$ cat src/logic/mailbox_bus_matching_consts.vh
// constants shared by the mailbox and bus-matching block
// assumes inclusion by bare name from the design files
`ifndef MAILBOX_BUS_MATCHING_CONSTS_VH
`define MAILBOX_BUS_MATCHING_CONSTS_VH

// apb register byte addresses
`define ADDR_CONFIG 8'h00
`define ADDR_STATUS 8'h04
`define ADDR_A_TO_B_MAIL 8'h08
`define ADDR_B_TO_A_MAIL 8'h0c

// config register fields and reset value
`define CFG_WIDTH_MATCH_BIT 0
`define CFG_SIZE_BIT 1
`define CFG_ENDIAN_BIT 2
`define CFG_RESET 3'h0

// status register fields
`define ST_A_TO_B_FLAG_BIT 0
`define ST_B_TO_A_FLAG_BIT 1
`define ST_B_READY_BIT 2
`define ST_A_READY_BIT 3
`define ST_RUN_BIT 4
`define ST_MODE_LSB 5
`define ST_BIG_BIT 7

// port b size encodings
`define MODE_LONG 2'h0
`define MODE_WORD 2'h1
`define MODE_BYTE 2'h2

// lane masks per size
`define MASK_LONG 36'hfffffffff
`define MASK_WORD 36'h00003ffff
`define MASK_BYTE 36'h0000001ff

// part positions inside a long word
`define SHIFT_WORD_HIGH 6'h12
`define SHIFT_BYTE_HIGH 6'h1b

// pin synchroniser vector width: clock, four controls, 36 data
`define PIN_VEC_WIDTH 41

`endif

$ cat src/logic/sync_queue.v
// long-word queue with honest full and empty, cleared on master reset
// assumes push and pop come from logic on the same clock
`default_nettype none
module sync_queue #(
	parameter WIDTH = 36,
	parameter DEPTH_LOG = 4
) (
	input wire clk,
	input wire rst_n,
	input wire clear,
	input wire push,
	input wire [WIDTH-1:0] push_data,
	input wire pop,
	output wire [WIDTH-1:0] pop_data,
	output wire empty,
	output wire full
);
	localparam DEPTH = 1 << DEPTH_LOG;
	reg [WIDTH-1:0] store [0:DEPTH-1];
	reg [DEPTH_LOG:0] wr_ptr_reg;
	reg [DEPTH_LOG:0] rd_ptr_reg;
	wire do_push;
	wire do_pop;

	assign empty = (wr_ptr_reg == rd_ptr_reg);
	assign full = (wr_ptr_reg[DEPTH_LOG] != rd_ptr_reg[DEPTH_LOG]) &&
		(wr_ptr_reg[DEPTH_LOG-1:0] == rd_ptr_reg[DEPTH_LOG-1:0]);
	assign do_push = push && !full && !clear;
	assign do_pop = pop && !empty && !clear;
	assign pop_data = store[rd_ptr_reg[DEPTH_LOG-1:0]];

	always @(posedge clk) begin
		if (do_push) begin
			store[wr_ptr_reg[DEPTH_LOG-1:0]] <= push_data;
		end
	end

	always @(posedge clk or negedge rst_n) begin
		if (!rst_n) begin
			wr_ptr_reg <= {(DEPTH_LOG+1){1'b0}};
			rd_ptr_reg <= {(DEPTH_LOG+1){1'b0}};
		end else if (clear) begin
			wr_ptr_reg <= {(DEPTH_LOG+1){1'b0}};
			rd_ptr_reg <= {(DEPTH_LOG+1){1'b0}};
		end else begin
			if (do_push) begin
				wr_ptr_reg <= wr_ptr_reg + 1'b1;
			end
			if (do_pop) begin
				rd_ptr_reg <= rd_ptr_reg + 1'b1;
			end
		end
	end
endmodule
`default_nettype wire

$ cat src/logic/mailbox_bus_matching.v
// mailbox bypass registers and port b bus matching of a two-way queue
// assumes port clocks well below pclk/3; all port pins are synchronised
//
// Added by the designer: the APB interface to the registers and the placing of the registers.
`include "mailbox_bus_matching_consts.vh"
`default_nettype none

// Summary of operation
// RL1: one 36-bit mail register each direction
// RL2: mail select steers transfer to mail
// RL3: port a mail write, lanes per size
// RL4: port b mail write, lanes per size
// RL5: mail write drives its flag low
// RL6: writes ignored while mail flag low
// RL7: outputs from queue or mail by select
// RL8: port b mail read sets flag high
// RL9: port a mail read sets flag high
// RL10: reading mail leaves contents intact
// RL11: mail skips endian and width packing
// RL12: port b size applied at reset end
// RL13: endian captured at master reset release
// RL14: parts sequenced big or little endian
// RL15: queues hold only whole long words
// RL16: long word unpacked via auxiliary register
// RL17: unused port b read lanes undefined
// RL18: last part stores packed long word
// RL19: unused port b write lanes ignored
// RL20: output ready falls after last part
// RL21: match low long, size picks word/byte
// RL22: big endian sends high part first
module mailbox_bus_matching #(
	parameter QUEUE_DEPTH_LOG = 4
) (
	input wire pclk,
	input wire presetn,
	input wire psel,
	input wire penable,
	input wire pwrite,
	input wire [7:0] paddr,
	input wire [31:0] pwdata,
	output wire [31:0] prdata,
	output wire pready,
	output wire pslverr,
	input wire port_a_clock,
	input wire port_a_select_n,
	input wire port_a_write_not_read,
	input wire port_a_enable,
	input wire port_a_mail_select,
	input wire [35:0] port_a_data_in,
	output wire [35:0] port_a_data_out,
	output wire port_a_data_oe,
	input wire port_b_clock,
	input wire port_b_select_n,
	input wire port_b_read_not_write,
	input wire port_b_enable,
	input wire port_b_mail_select,
	input wire [35:0] port_b_data_in,
	output wire [35:0] port_b_data_out,
	output wire port_b_data_oe,
	input wire master_reset_one_n,
	input wire master_reset_two_n,
	output wire a_to_b_mail_flag_n,
	output wire b_to_a_mail_flag_n,
	output wire port_b_output_ready,
	output wire port_a_output_ready,
	output wire port_a_input_ready,
	output wire port_b_input_ready
);
	// size from match and size bits
	function [1:0] mode_of;
		input wm;
		input sz;
		begin
			mode_of = wm ? (sz ? `MODE_BYTE : `MODE_WORD) : `MODE_LONG;
		end
	endfunction

	function [35:0] lane_mask;
		input [1:0] mode;
		begin
			case (mode)
				`MODE_WORD: lane_mask = `MASK_WORD;
				`MODE_BYTE: lane_mask = `MASK_BYTE;
				default: lane_mask = `MASK_LONG;
			endcase
		end
	endfunction

	// bit position of part idx inside the long word
	function [5:0] part_shift;
		input [1:0] mode;
		input [1:0] idx;
		input big;
		reg [5:0] nine_idx;
		begin
			nine_idx = {1'b0, idx, 3'h0} + {4'h0, idx};
			case (mode)
				`MODE_WORD: part_shift = (idx[0] ^ big) ? `SHIFT_WORD_HIGH : 6'h00;
				`MODE_BYTE: part_shift = big ? (`SHIFT_BYTE_HIGH - nine_idx) : nine_idx;
				default: part_shift = 6'h00;
			endcase
		end
	endfunction

	function part_last;
		input [1:0] mode;
		input [1:0] idx;
		begin
			case (mode)
				`MODE_WORD: part_last = idx[0];
				`MODE_BYTE: part_last = (idx == 2'h3);
				default: part_last = 1'b1;
			endcase
		end
	endfunction

	function [35:0] part_extract;
		input [35:0] word;
		input [1:0] mode;
		input [1:0] idx;
		input big;
		begin
			part_extract = (word >> part_shift(mode, idx, big)) & lane_mask(mode);
		end
	endfunction

	function [35:0] part_insert;
		input [35:0] word;
		input [35:0] part;
		input [1:0] mode;
		input [1:0] idx;
		input big;
		reg [35:0] m;
		begin
			m = lane_mask(mode) << part_shift(mode, idx, big);
			part_insert = (word & ~m) | ((part & lane_mask(mode)) << part_shift(mode, idx, big));
		end
	endfunction

	// pin synchronisers, third stage aligns data with the clock edge
	reg [`PIN_VEC_WIDTH-1:0] a_s1_reg, a_s2_reg, a_s3_reg;
	reg [`PIN_VEC_WIDTH-1:0] b_s1_reg, b_s2_reg, b_s3_reg;
	reg [1:0] mr_s1_reg, mr_s2_reg;
	wire [`PIN_VEC_WIDTH-1:0] a_pins;
	wire [`PIN_VEC_WIDTH-1:0] b_pins;
	assign a_pins = {port_a_clock, port_a_select_n, port_a_write_not_read,
		port_a_enable, port_a_mail_select, port_a_data_in};
	assign b_pins = {port_b_clock, port_b_select_n, port_b_read_not_write,
		port_b_enable, port_b_mail_select, port_b_data_in};

	always @(posedge pclk or negedge presetn) begin
		if (!presetn) begin
			a_s1_reg <= {`PIN_VEC_WIDTH{1'b0}};
			a_s2_reg <= {`PIN_VEC_WIDTH{1'b0}};
			a_s3_reg <= {`PIN_VEC_WIDTH{1'b0}};
			b_s1_reg <= {`PIN_VEC_WIDTH{1'b0}};
			b_s2_reg <= {`PIN_VEC_WIDTH{1'b0}};
			b_s3_reg <= {`PIN_VEC_WIDTH{1'b0}};
			mr_s1_reg <= 2'h0;
			mr_s2_reg <= 2'h0;
		end else begin
			a_s1_reg <= a_pins;
			a_s2_reg <= a_s1_reg;
			a_s3_reg <= a_s2_reg;
			b_s1_reg <= b_pins;
			b_s2_reg <= b_s1_reg;
			b_s3_reg <= b_s2_reg;
			mr_s1_reg <= {master_reset_two_n, master_reset_one_n};
			mr_s2_reg <= mr_s1_reg;
		end
	end

	wire a_edge = a_s2_reg[40] & ~a_s3_reg[40];
	wire a_sel = ~a_s3_reg[39];
	wire a_wr = a_s3_reg[38];
	wire a_en = a_s3_reg[37];
	wire a_mail = a_s3_reg[36];
	wire [35:0] a_din = a_s3_reg[35:0];
	wire b_edge = b_s2_reg[40] & ~b_s3_reg[40];
	wire b_sel = ~b_s3_reg[39];
	wire b_rd = b_s3_reg[38];
	wire b_en = b_s3_reg[37];
	wire b_mail = b_s3_reg[36];
	wire [35:0] b_din = b_s3_reg[35:0];

	// master reset and configuration capture
	reg run_reg;
	reg [2:0] config_reg;
	reg [1:0] mode_reg;
	reg big_reg;
	wire mr_released = &mr_s2_reg;
	wire in_reset = ~run_reg;

	always @(posedge pclk or negedge presetn) begin
		if (!presetn) begin
			run_reg <= 1'b0;
			mode_reg <= `MODE_LONG;
			big_reg <= 1'b0;
		end else begin
			run_reg <= mr_released;
			if (mr_released && !run_reg) begin
				// RL12: size applied as reset ends
				// RL21: match and size decode
				mode_reg <= mode_of(config_reg[`CFG_WIDTH_MATCH_BIT],
					config_reg[`CFG_SIZE_BIT]);
				// RL13: endian latched on release
				big_reg <= config_reg[`CFG_ENDIAN_BIT];
			end
		end
	end

	// RL2: mail select splits transfers
	wire a_go = a_edge & a_sel & a_en & run_reg;
	wire b_go = b_edge & b_sel & b_en & run_reg;
	wire a_mail_wr = a_go & a_wr & a_mail;
	wire a_mail_rd = a_go & ~a_wr & a_mail;
	wire a_q_wr = a_go & a_wr & ~a_mail;
	wire a_q_rd = a_go & ~a_wr & ~a_mail;
	wire b_mail_wr = b_go & ~b_rd & b_mail;
	wire b_mail_rd = b_go & b_rd & b_mail;
	wire b_q_wr = b_go & ~b_rd & ~b_mail;
	wire b_q_rd = b_go & b_rd & ~b_mail;
	wire [35:0] mask = lane_mask(mode_reg);

	// mailbox registers and flags
	reg [35:0] a_to_b_mail_register;
	reg [35:0] b_to_a_mail_register;
	reg a_to_b_flag_reg;
	reg b_to_a_flag_reg;

	always @(posedge pclk or negedge presetn) begin
		if (!presetn) begin
			a_to_b_mail_register <= 36'h000000000;
			b_to_a_mail_register <= 36'h000000000;
			a_to_b_flag_reg <= 1'b1;
			b_to_a_flag_reg <= 1'b1;
		end else if (in_reset) begin
			a_to_b_flag_reg <= 1'b1;
			b_to_a_flag_reg <= 1'b1;
		end else begin
			// RL1: bypass register a to b
			// RL6: only while flag high
			if (a_mail_wr && a_to_b_flag_reg) begin
				// RL3: masked port a lanes
				// RL11: no reordering for mail
				a_to_b_mail_register <= a_din & mask;
				// RL5: flag low on write
				a_to_b_flag_reg <= 1'b0;
			end else if (b_mail_rd) begin
				// RL8: port b read empties box
				a_to_b_flag_reg <= 1'b1;
			end
			// RL6: blocked while unread
			if (b_mail_wr && b_to_a_flag_reg) begin
				// RL4: masked port b lanes
				b_to_a_mail_register <= b_din & mask;
				// RL5: flag low on write
				b_to_a_flag_reg <= 1'b0;
			end else if (a_mail_rd) begin
				// RL9: port a read empties box
				b_to_a_flag_reg <= 1'b1;
			end
		end
	end

	// queues of long words
	wire a2b_empty, a2b_full, b2a_empty, b2a_full;
	wire [35:0] a2b_pop_data, b2a_pop_data;
	reg [35:0] pack_acc_reg;
	reg [1:0] pack_cnt_reg;
	reg [35:0] unpack_aux_reg;
	reg [1:0] unpack_cnt_reg;
	reg unpack_hold_reg;
	// RL19: upper lanes dropped by insert mask
	wire [35:0] pack_word = part_insert(pack_acc_reg, b_din, mode_reg,
		pack_cnt_reg, big_reg);
	wire b_part_wr = b_q_wr & ~b2a_full;
	// RL18: last part pushes whole word
	wire b2a_push = b_part_wr & part_last(mode_reg, pack_cnt_reg);
	wire a2b_pop = b_q_rd & ~unpack_hold_reg & ~a2b_empty;

	// RL15: only long words enter memory
	sync_queue #(.WIDTH(36), .DEPTH_LOG(QUEUE_DEPTH_LOG)) a_to_b_queue (
		.clk(pclk),
		.rst_n(presetn),
		.clear(in_reset),
		.push(a_q_wr),
		.push_data(a_din),
		.pop(a2b_pop),
		.pop_data(a2b_pop_data),
		.empty(a2b_empty),
		.full(a2b_full)
	);

	sync_queue #(.WIDTH(36), .DEPTH_LOG(QUEUE_DEPTH_LOG)) b_to_a_queue (
		.clk(pclk),
		.rst_n(presetn),
		.clear(in_reset),
		.push(b2a_push),
		.push_data(pack_word),
		.pop(a_q_rd),
		.pop_data(b2a_pop_data),
		.empty(b2a_empty),
		.full(b2a_full)
	);

	// port b packing and unpacking
	reg [35:0] b_fifo_out_reg;
	reg [35:0] a_fifo_out_reg;

	always @(posedge pclk or negedge presetn) begin
		if (!presetn) begin
			pack_acc_reg <= 36'h000000000;
			pack_cnt_reg <= 2'h0;
			unpack_aux_reg <= 36'h000000000;
			unpack_cnt_reg <= 2'h0;
			unpack_hold_reg <= 1'b0;
			b_fifo_out_reg <= 36'h000000000;
			a_fifo_out_reg <= 36'h000000000;
		end else if (in_reset) begin
			pack_cnt_reg <= 2'h0;
			unpack_cnt_reg <= 2'h0;
			unpack_hold_reg <= 1'b0;
		end else begin
			// RL14: parts in captured order
			if (b_part_wr) begin
				pack_acc_reg <= pack_word;
				pack_cnt_reg <= part_last(mode_reg, pack_cnt_reg) ?
					2'h0 : pack_cnt_reg + 2'h1;
			end
			// RL16: first part out, rest held
			if (a2b_pop) begin
				unpack_aux_reg <= a2b_pop_data;
				// RL22: first part per endian
				// RL17: lanes above size read zero
				b_fifo_out_reg <= part_extract(a2b_pop_data, mode_reg, 2'h0, big_reg);
				unpack_hold_reg <= ~part_last(mode_reg, 2'h0);
				unpack_cnt_reg <= 2'h1;
			end else if (b_q_rd && unpack_hold_reg) begin
				b_fifo_out_reg <= part_extract(unpack_aux_reg, mode_reg,
					unpack_cnt_reg, big_reg);
				unpack_hold_reg <= ~part_last(mode_reg, unpack_cnt_reg);
				unpack_cnt_reg <= unpack_cnt_reg + 2'h1;
			end
			if (a_q_rd && !b2a_empty) begin
				a_fifo_out_reg <= b2a_pop_data;
			end
		end
	end

	// data pin drivers
	reg [35:0] a_dout_reg, b_dout_reg;
	reg a_oe_reg, b_oe_reg;

	always @(posedge pclk or negedge presetn) begin
		if (!presetn) begin
			a_dout_reg <= 36'h000000000;
			b_dout_reg <= 36'h000000000;
			a_oe_reg <= 1'b0;
			b_oe_reg <= 1'b0;
		end else begin
			// RL7: queue or mailbox source
			// RL10: reads never touch mail contents
			a_dout_reg <= a_mail ? (b_to_a_mail_register & mask) : a_fifo_out_reg;
			b_dout_reg <= b_mail ? (a_to_b_mail_register & mask) : b_fifo_out_reg;
			a_oe_reg <= a_sel & ~a_wr & run_reg;
			b_oe_reg <= b_sel & b_rd & run_reg;
		end
	end

	assign port_a_data_out = a_dout_reg;
	assign port_b_data_out = b_dout_reg;
	assign port_a_data_oe = a_oe_reg;
	assign port_b_data_oe = b_oe_reg;
	assign a_to_b_mail_flag_n = a_to_b_flag_reg;
	assign b_to_a_mail_flag_n = b_to_a_flag_reg;
	// RL20: ready held until last part read
	assign port_b_output_ready = run_reg & (unpack_hold_reg | ~a2b_empty);
	assign port_a_output_ready = run_reg & ~b2a_empty;
	assign port_a_input_ready = run_reg & ~a2b_full;
	assign port_b_input_ready = run_reg & ~b2a_full;

	// apb slave, zero wait states
	reg [31:0] prdata_reg;
	reg err_reg;
	wire setup = psel & ~penable;
	wire access = psel & penable;
	wire hit_cfg = (paddr == `ADDR_CONFIG);
	wire hit_ro = (paddr == `ADDR_STATUS) | (paddr == `ADDR_A_TO_B_MAIL) |
		(paddr == `ADDR_B_TO_A_MAIL);
	reg [31:0] read_mux;

	always @* begin
		read_mux = 32'h00000000;
		case (paddr)
			`ADDR_CONFIG: read_mux = {29'h00000000, config_reg};
			`ADDR_STATUS: read_mux = {24'h000000, big_reg, mode_reg, run_reg,
				port_a_output_ready, port_b_output_ready,
				b_to_a_flag_reg, a_to_b_flag_reg};
			`ADDR_A_TO_B_MAIL: read_mux = a_to_b_mail_register[31:0];
			`ADDR_B_TO_A_MAIL: read_mux = b_to_a_mail_register[31:0];
			default: read_mux = 32'h00000000;
		endcase
	end

	always @(posedge pclk or negedge presetn) begin
		if (!presetn) begin
			prdata_reg <= 32'h00000000;
			err_reg <= 1'b0;
			config_reg <= `CFG_RESET;
		end else begin
			if (setup) begin
				prdata_reg <= pwrite ? 32'h00000000 : read_mux;
				err_reg <= ~(hit_cfg | (hit_ro & ~pwrite));
			end
			if (access && pwrite && hit_cfg) begin
				config_reg <= pwdata[2:0];
			end
		end
	end

	assign prdata = prdata_reg;
	assign pready = 1'b1;
	assign pslverr = access & err_reg;
endmodule
`default_nettype wire

$ cat config.mk
export PLATFORM = sky130hd
export DESIGN_NAME = mailbox_bus_matching
export DESIGN_NICKNAME = d
export VERILOG_FILES = /design/src/logic/sync_queue.v /design/src/logic/mailbox_bus_matching.v
export VERILOG_INCLUDE_DIRS = /design/src /design/src/logic
export SDC_FILE = /design/constraint.sdc
export NUM_CORES = 2
export LEC_CHECK = 0
export BUFFER_PORTS_ARGS = -buffer_cell sky130_fd_sc_hd__buf_2
export CAP_MARGIN = 20
export CORE_MARGIN = 5
export CORE_UTILIZATION = 45
export CTS_CLUSTER_DIAMETER = 60
export DETAILED_ROUTE_END_ITERATION = 12
export PLACE_DENSITY = 0.6
export SETUP_SLACK_MARGIN = 0.2
export SYNTH_ARGS = -nofsm -noshare
export SYNTH_HDL_FRONTEND = slang
export SYNTH_HIERARCHICAL = 1
export SYNTH_SLANG_ARGS = --single-unit
$ cat constraint.sdc
create_clock -name pclk -period 7.9 [get_ports pclk]
set_clock_uncertainty 0.1 [all_clocks]
set_input_delay 0.395 -clock pclk [delete_from_list [all_inputs] [get_ports pclk]]
set_output_delay 0.395 -clock pclk [all_outputs]
set_load 0.01 [all_outputs]
==> impl_metrics.json <==
{
  "status": "finished, final reports clean",
  "routed_wl_um": 184000,
  "synth_most_common_cell": "edfxtp_1",
  "die_h_um": 399,
  "grt_max_degree": 153,
  "rows": 142,
  "viasPerCell": 5.81,
  "async_flop_share": 0.345,
  "maxSlewViolCount": 0,
  "p_sw_frac": 0.210,
  "antenna_found_initial": 9,
  "synth-adder-area-share": 0.00295,
  "avgSynthCellArea_um2": 16.5,
  "grt_pass1_wl_um": 268000,
  "final-hold-violation-count": 0,
  "ys_top_cells_by_count": "edfxtp_1, dfrtp_1, nand2_1, mux2i_1, o21ai_0",
  "cts_buffers": 179,
  "synth_edf_count": 1152,
  "critPathMaxStageDelay_ps": 1000,
  "cts_tree": "done",
  "fmax_ghz": 0.201,
  "synthCells": 4108,
  "first_iter_violations": 4036,
  "dp_cells": 6175,
  "grt.total_usage": 0.232,
  "synthXorXnorAreaFrac": 0.00265,
  "holdBufCountCts": 96,
  "worst_setup_path_start_kind": "flip-flop",
  "seq_power_share": 0.536,
  "hpwl_um": 107000,
  "areaGrowthSynthToFinish_pct": 14.9,
  "synthSimpleGateAreaFrac": 0.0440,
  "die_x_um": 399,
  "cts_root_buf": "clkbuf_16",
  "switchingPower_w": 0.00394,
  "critPathKind": "reg2reg",
  "combPwrFrac": 0.016,
  "cp_data_arrival_time_ps": 5340,
  "nets": 4588,
  "fin_cells": 6617,
  "gr-total-overflow": 0,
  "placed_area_um2": 71200,
  "synth_ff_type": "edfxtp_1",
  "end_kind": "flip-flop",
  "synth_seq_area_share": 0.733,
  "synthMuxAreaShare": 0.116,
  "p_per_area_nw_per_um2": 240,
  "syn-cell-area_um2": 68000,
  "p_total_w": 0.0187,
  "clkSinkCount": 1759,
  "htree_levels": 4,
  "slowest_stage": "nor2b_4",
  "setup_viol": 0,
  "synth_top_area_share": 0.509,
  "dieArea_um2": 159000,
  "finalCritPeriodShare": 0.630,
  "synth_warnings": 6,
  "clockBufferDepth": 3,
  "final_layout_size_suffix_gt1_frac": 0.204,
  "crit_path_frequent_cell": "nor2_1",
  "ir_drop_mv": 0.205,
  "cap_violations": 0,
  "syn_nets": 4253,
  "initial_core_util": 0.453,
  "leakagePower_nw": 28.2,
  "cts_setup_buffers": 0,
  "p_int_w": 0.0148,
  "clkPwrFrac": 0.448,
  "io_pins": 243,
  "core_um2": 150000,
  "grt_pass1_vias": 38200,
  "min_period_ps": 4980,
  "cp_max_fo": 29,
  "crit_family": "simple AND/OR/NAND/NOR gates",
  "ctsResizeCount": 0,
  "drc": 0,
  "synth_top_family_by_area": "multiplexers",
  "synth-compound-area-share": 0.0771,
  "maxSlewHeadroom": 0.235,
  "final_antenna_net_count": 0,
  "clkSlewWorstSetupHoldPaths_ps": 60,
  "ys_ff_latch": 1759,
  "hp-class": "in2async",
  "synth.distinct_cells": 89,
  "cp.required_ps": 8260,
  "path_cells": "xnor2_1, nand4_1, nor2_1, nor2_1, nand3_1, nor2_1, inv_1, a211oi_4, nor2b_4, buf_4",
  "critPathBufInv": 2,
  "clkLatencyLatePin_ps": 810,
  "synthTopCellsByArea": "edfxtp_1, dfrtp_1, mux4_2, mux2i_1, nand2_1",
  "routedWlPerCell_um": 27.8,
  "route.vias.total": 38500,
  "fin_hold_ws_ps": 81.6,
  "gp_congestion": 0.894,
  "rsz0062_at_grt": "no",
  "drt-pass1-iter-count": 6,
  "yosysTopAreaCell": "edfxtp_1",
  "design_area_um2": 78100,
  "io_buffer_count": 212,
  "tns_ps": 0,
  "worst_pin_slew_ps": 1150
}
[power groups by stage]
stage	logic [W]	clock network (W)	registers (W)
4_1_cts	0.000306	0.00850	0.0100
3_3_place_gp	0.000264	0	0.0102
5_1_grt	0.000340	0.00889	0.0100
2_1_floorplan	0.000107	0	0.0102
3_5_place_dp	0.000270	0	0.0102
6_report	0.000306	0.00838	0.0100
[layer usage]
metal / wire length, um / global-route usage / vias up
met1: 81900 / 0.349 / 20000
met3: 17400 / 0.0619 / 228
met4: 3430 / 0.0555 / 2
met2: 81500 / 0.341 / 1619
li1: - / - / 16600
met5: 12 / 0 / -
[through the flow]
stage / util / setup WS, ps
detailed placement: 0.475 / 2880
global route: 0.521 / 2570
floorplan: - / 2460
finish: 0.521 / 2920
CTS: 0.520 / 2860
global placement: 0.475 / 2980
[cell usage in the layout (no fill, tap or decap), drive strengths merged, types with 128 or more instances in the layout]
cell / n
clkbuf: 253
mux4: 147
a221oi: 148
dfrtp: 605
buf: 307
edfxtp: 1152
mux2i: 314
o21ai: 231
nand2: 403
mux2: 128
[layout make-up]
cell class	count	area, um2
diodes	4	10.0
multi-input cells	2016	16700
inverters	84	315
clock buffers	253	5090
repair buffers	403	2810
flip-flops and latches	1759	49800
well taps	2016	2520
clock inverters	82	792
fillers	12100	71900
[cells by family after synthesis]
| family | count (synthesis) |
|---|---|
| DFF | 1759 |
| AOI/OAI and AO/OA | 728 |
| and+or+nand+nor | 664 |
| muxes | 589 |
| buffers and inverters | 333 |
| xor gates and xnor gates | 18 |
| adders and majority gates | 16 |
| other | 1 |
[final timing paths]
| check | cells after the start | start | endpoint | slack, ps |
|---|---|---|---|---|
| setup / recovery | 10 | b_to_a_queue/rd_ptr_reg[1]$_DFFE_PN0P_ | b_to_a_queue/store[0][3]$_DFFE_PP_ | 2920 |
| hold / removal | 2 | presetn | a_s1_reg[31]$_DFF_PN0_ | 80 |
| setup reg to reg | 10 | b_to_a_queue/rd_ptr_reg[1]$_DFFE_PN0P_ | b_to_a_queue/store[0][3]$_DFFE_PP_ | 2920 |
| hold reg to reg | 0 | b_s1_reg[31]$_DFF_PN0_ | b_s2_reg[31]$_DFF_PN0_ | 240 |
| max in group asynchronous | 3 | presetn | a_fifo_out_reg[6]$_DFFE_PN0P_ | 6220 |
| min in group pclk | 3 | paddr[3] | prdata[0]$_DFFE_PN0P_ | 90 |
Power figures use the tool's default switching activity.
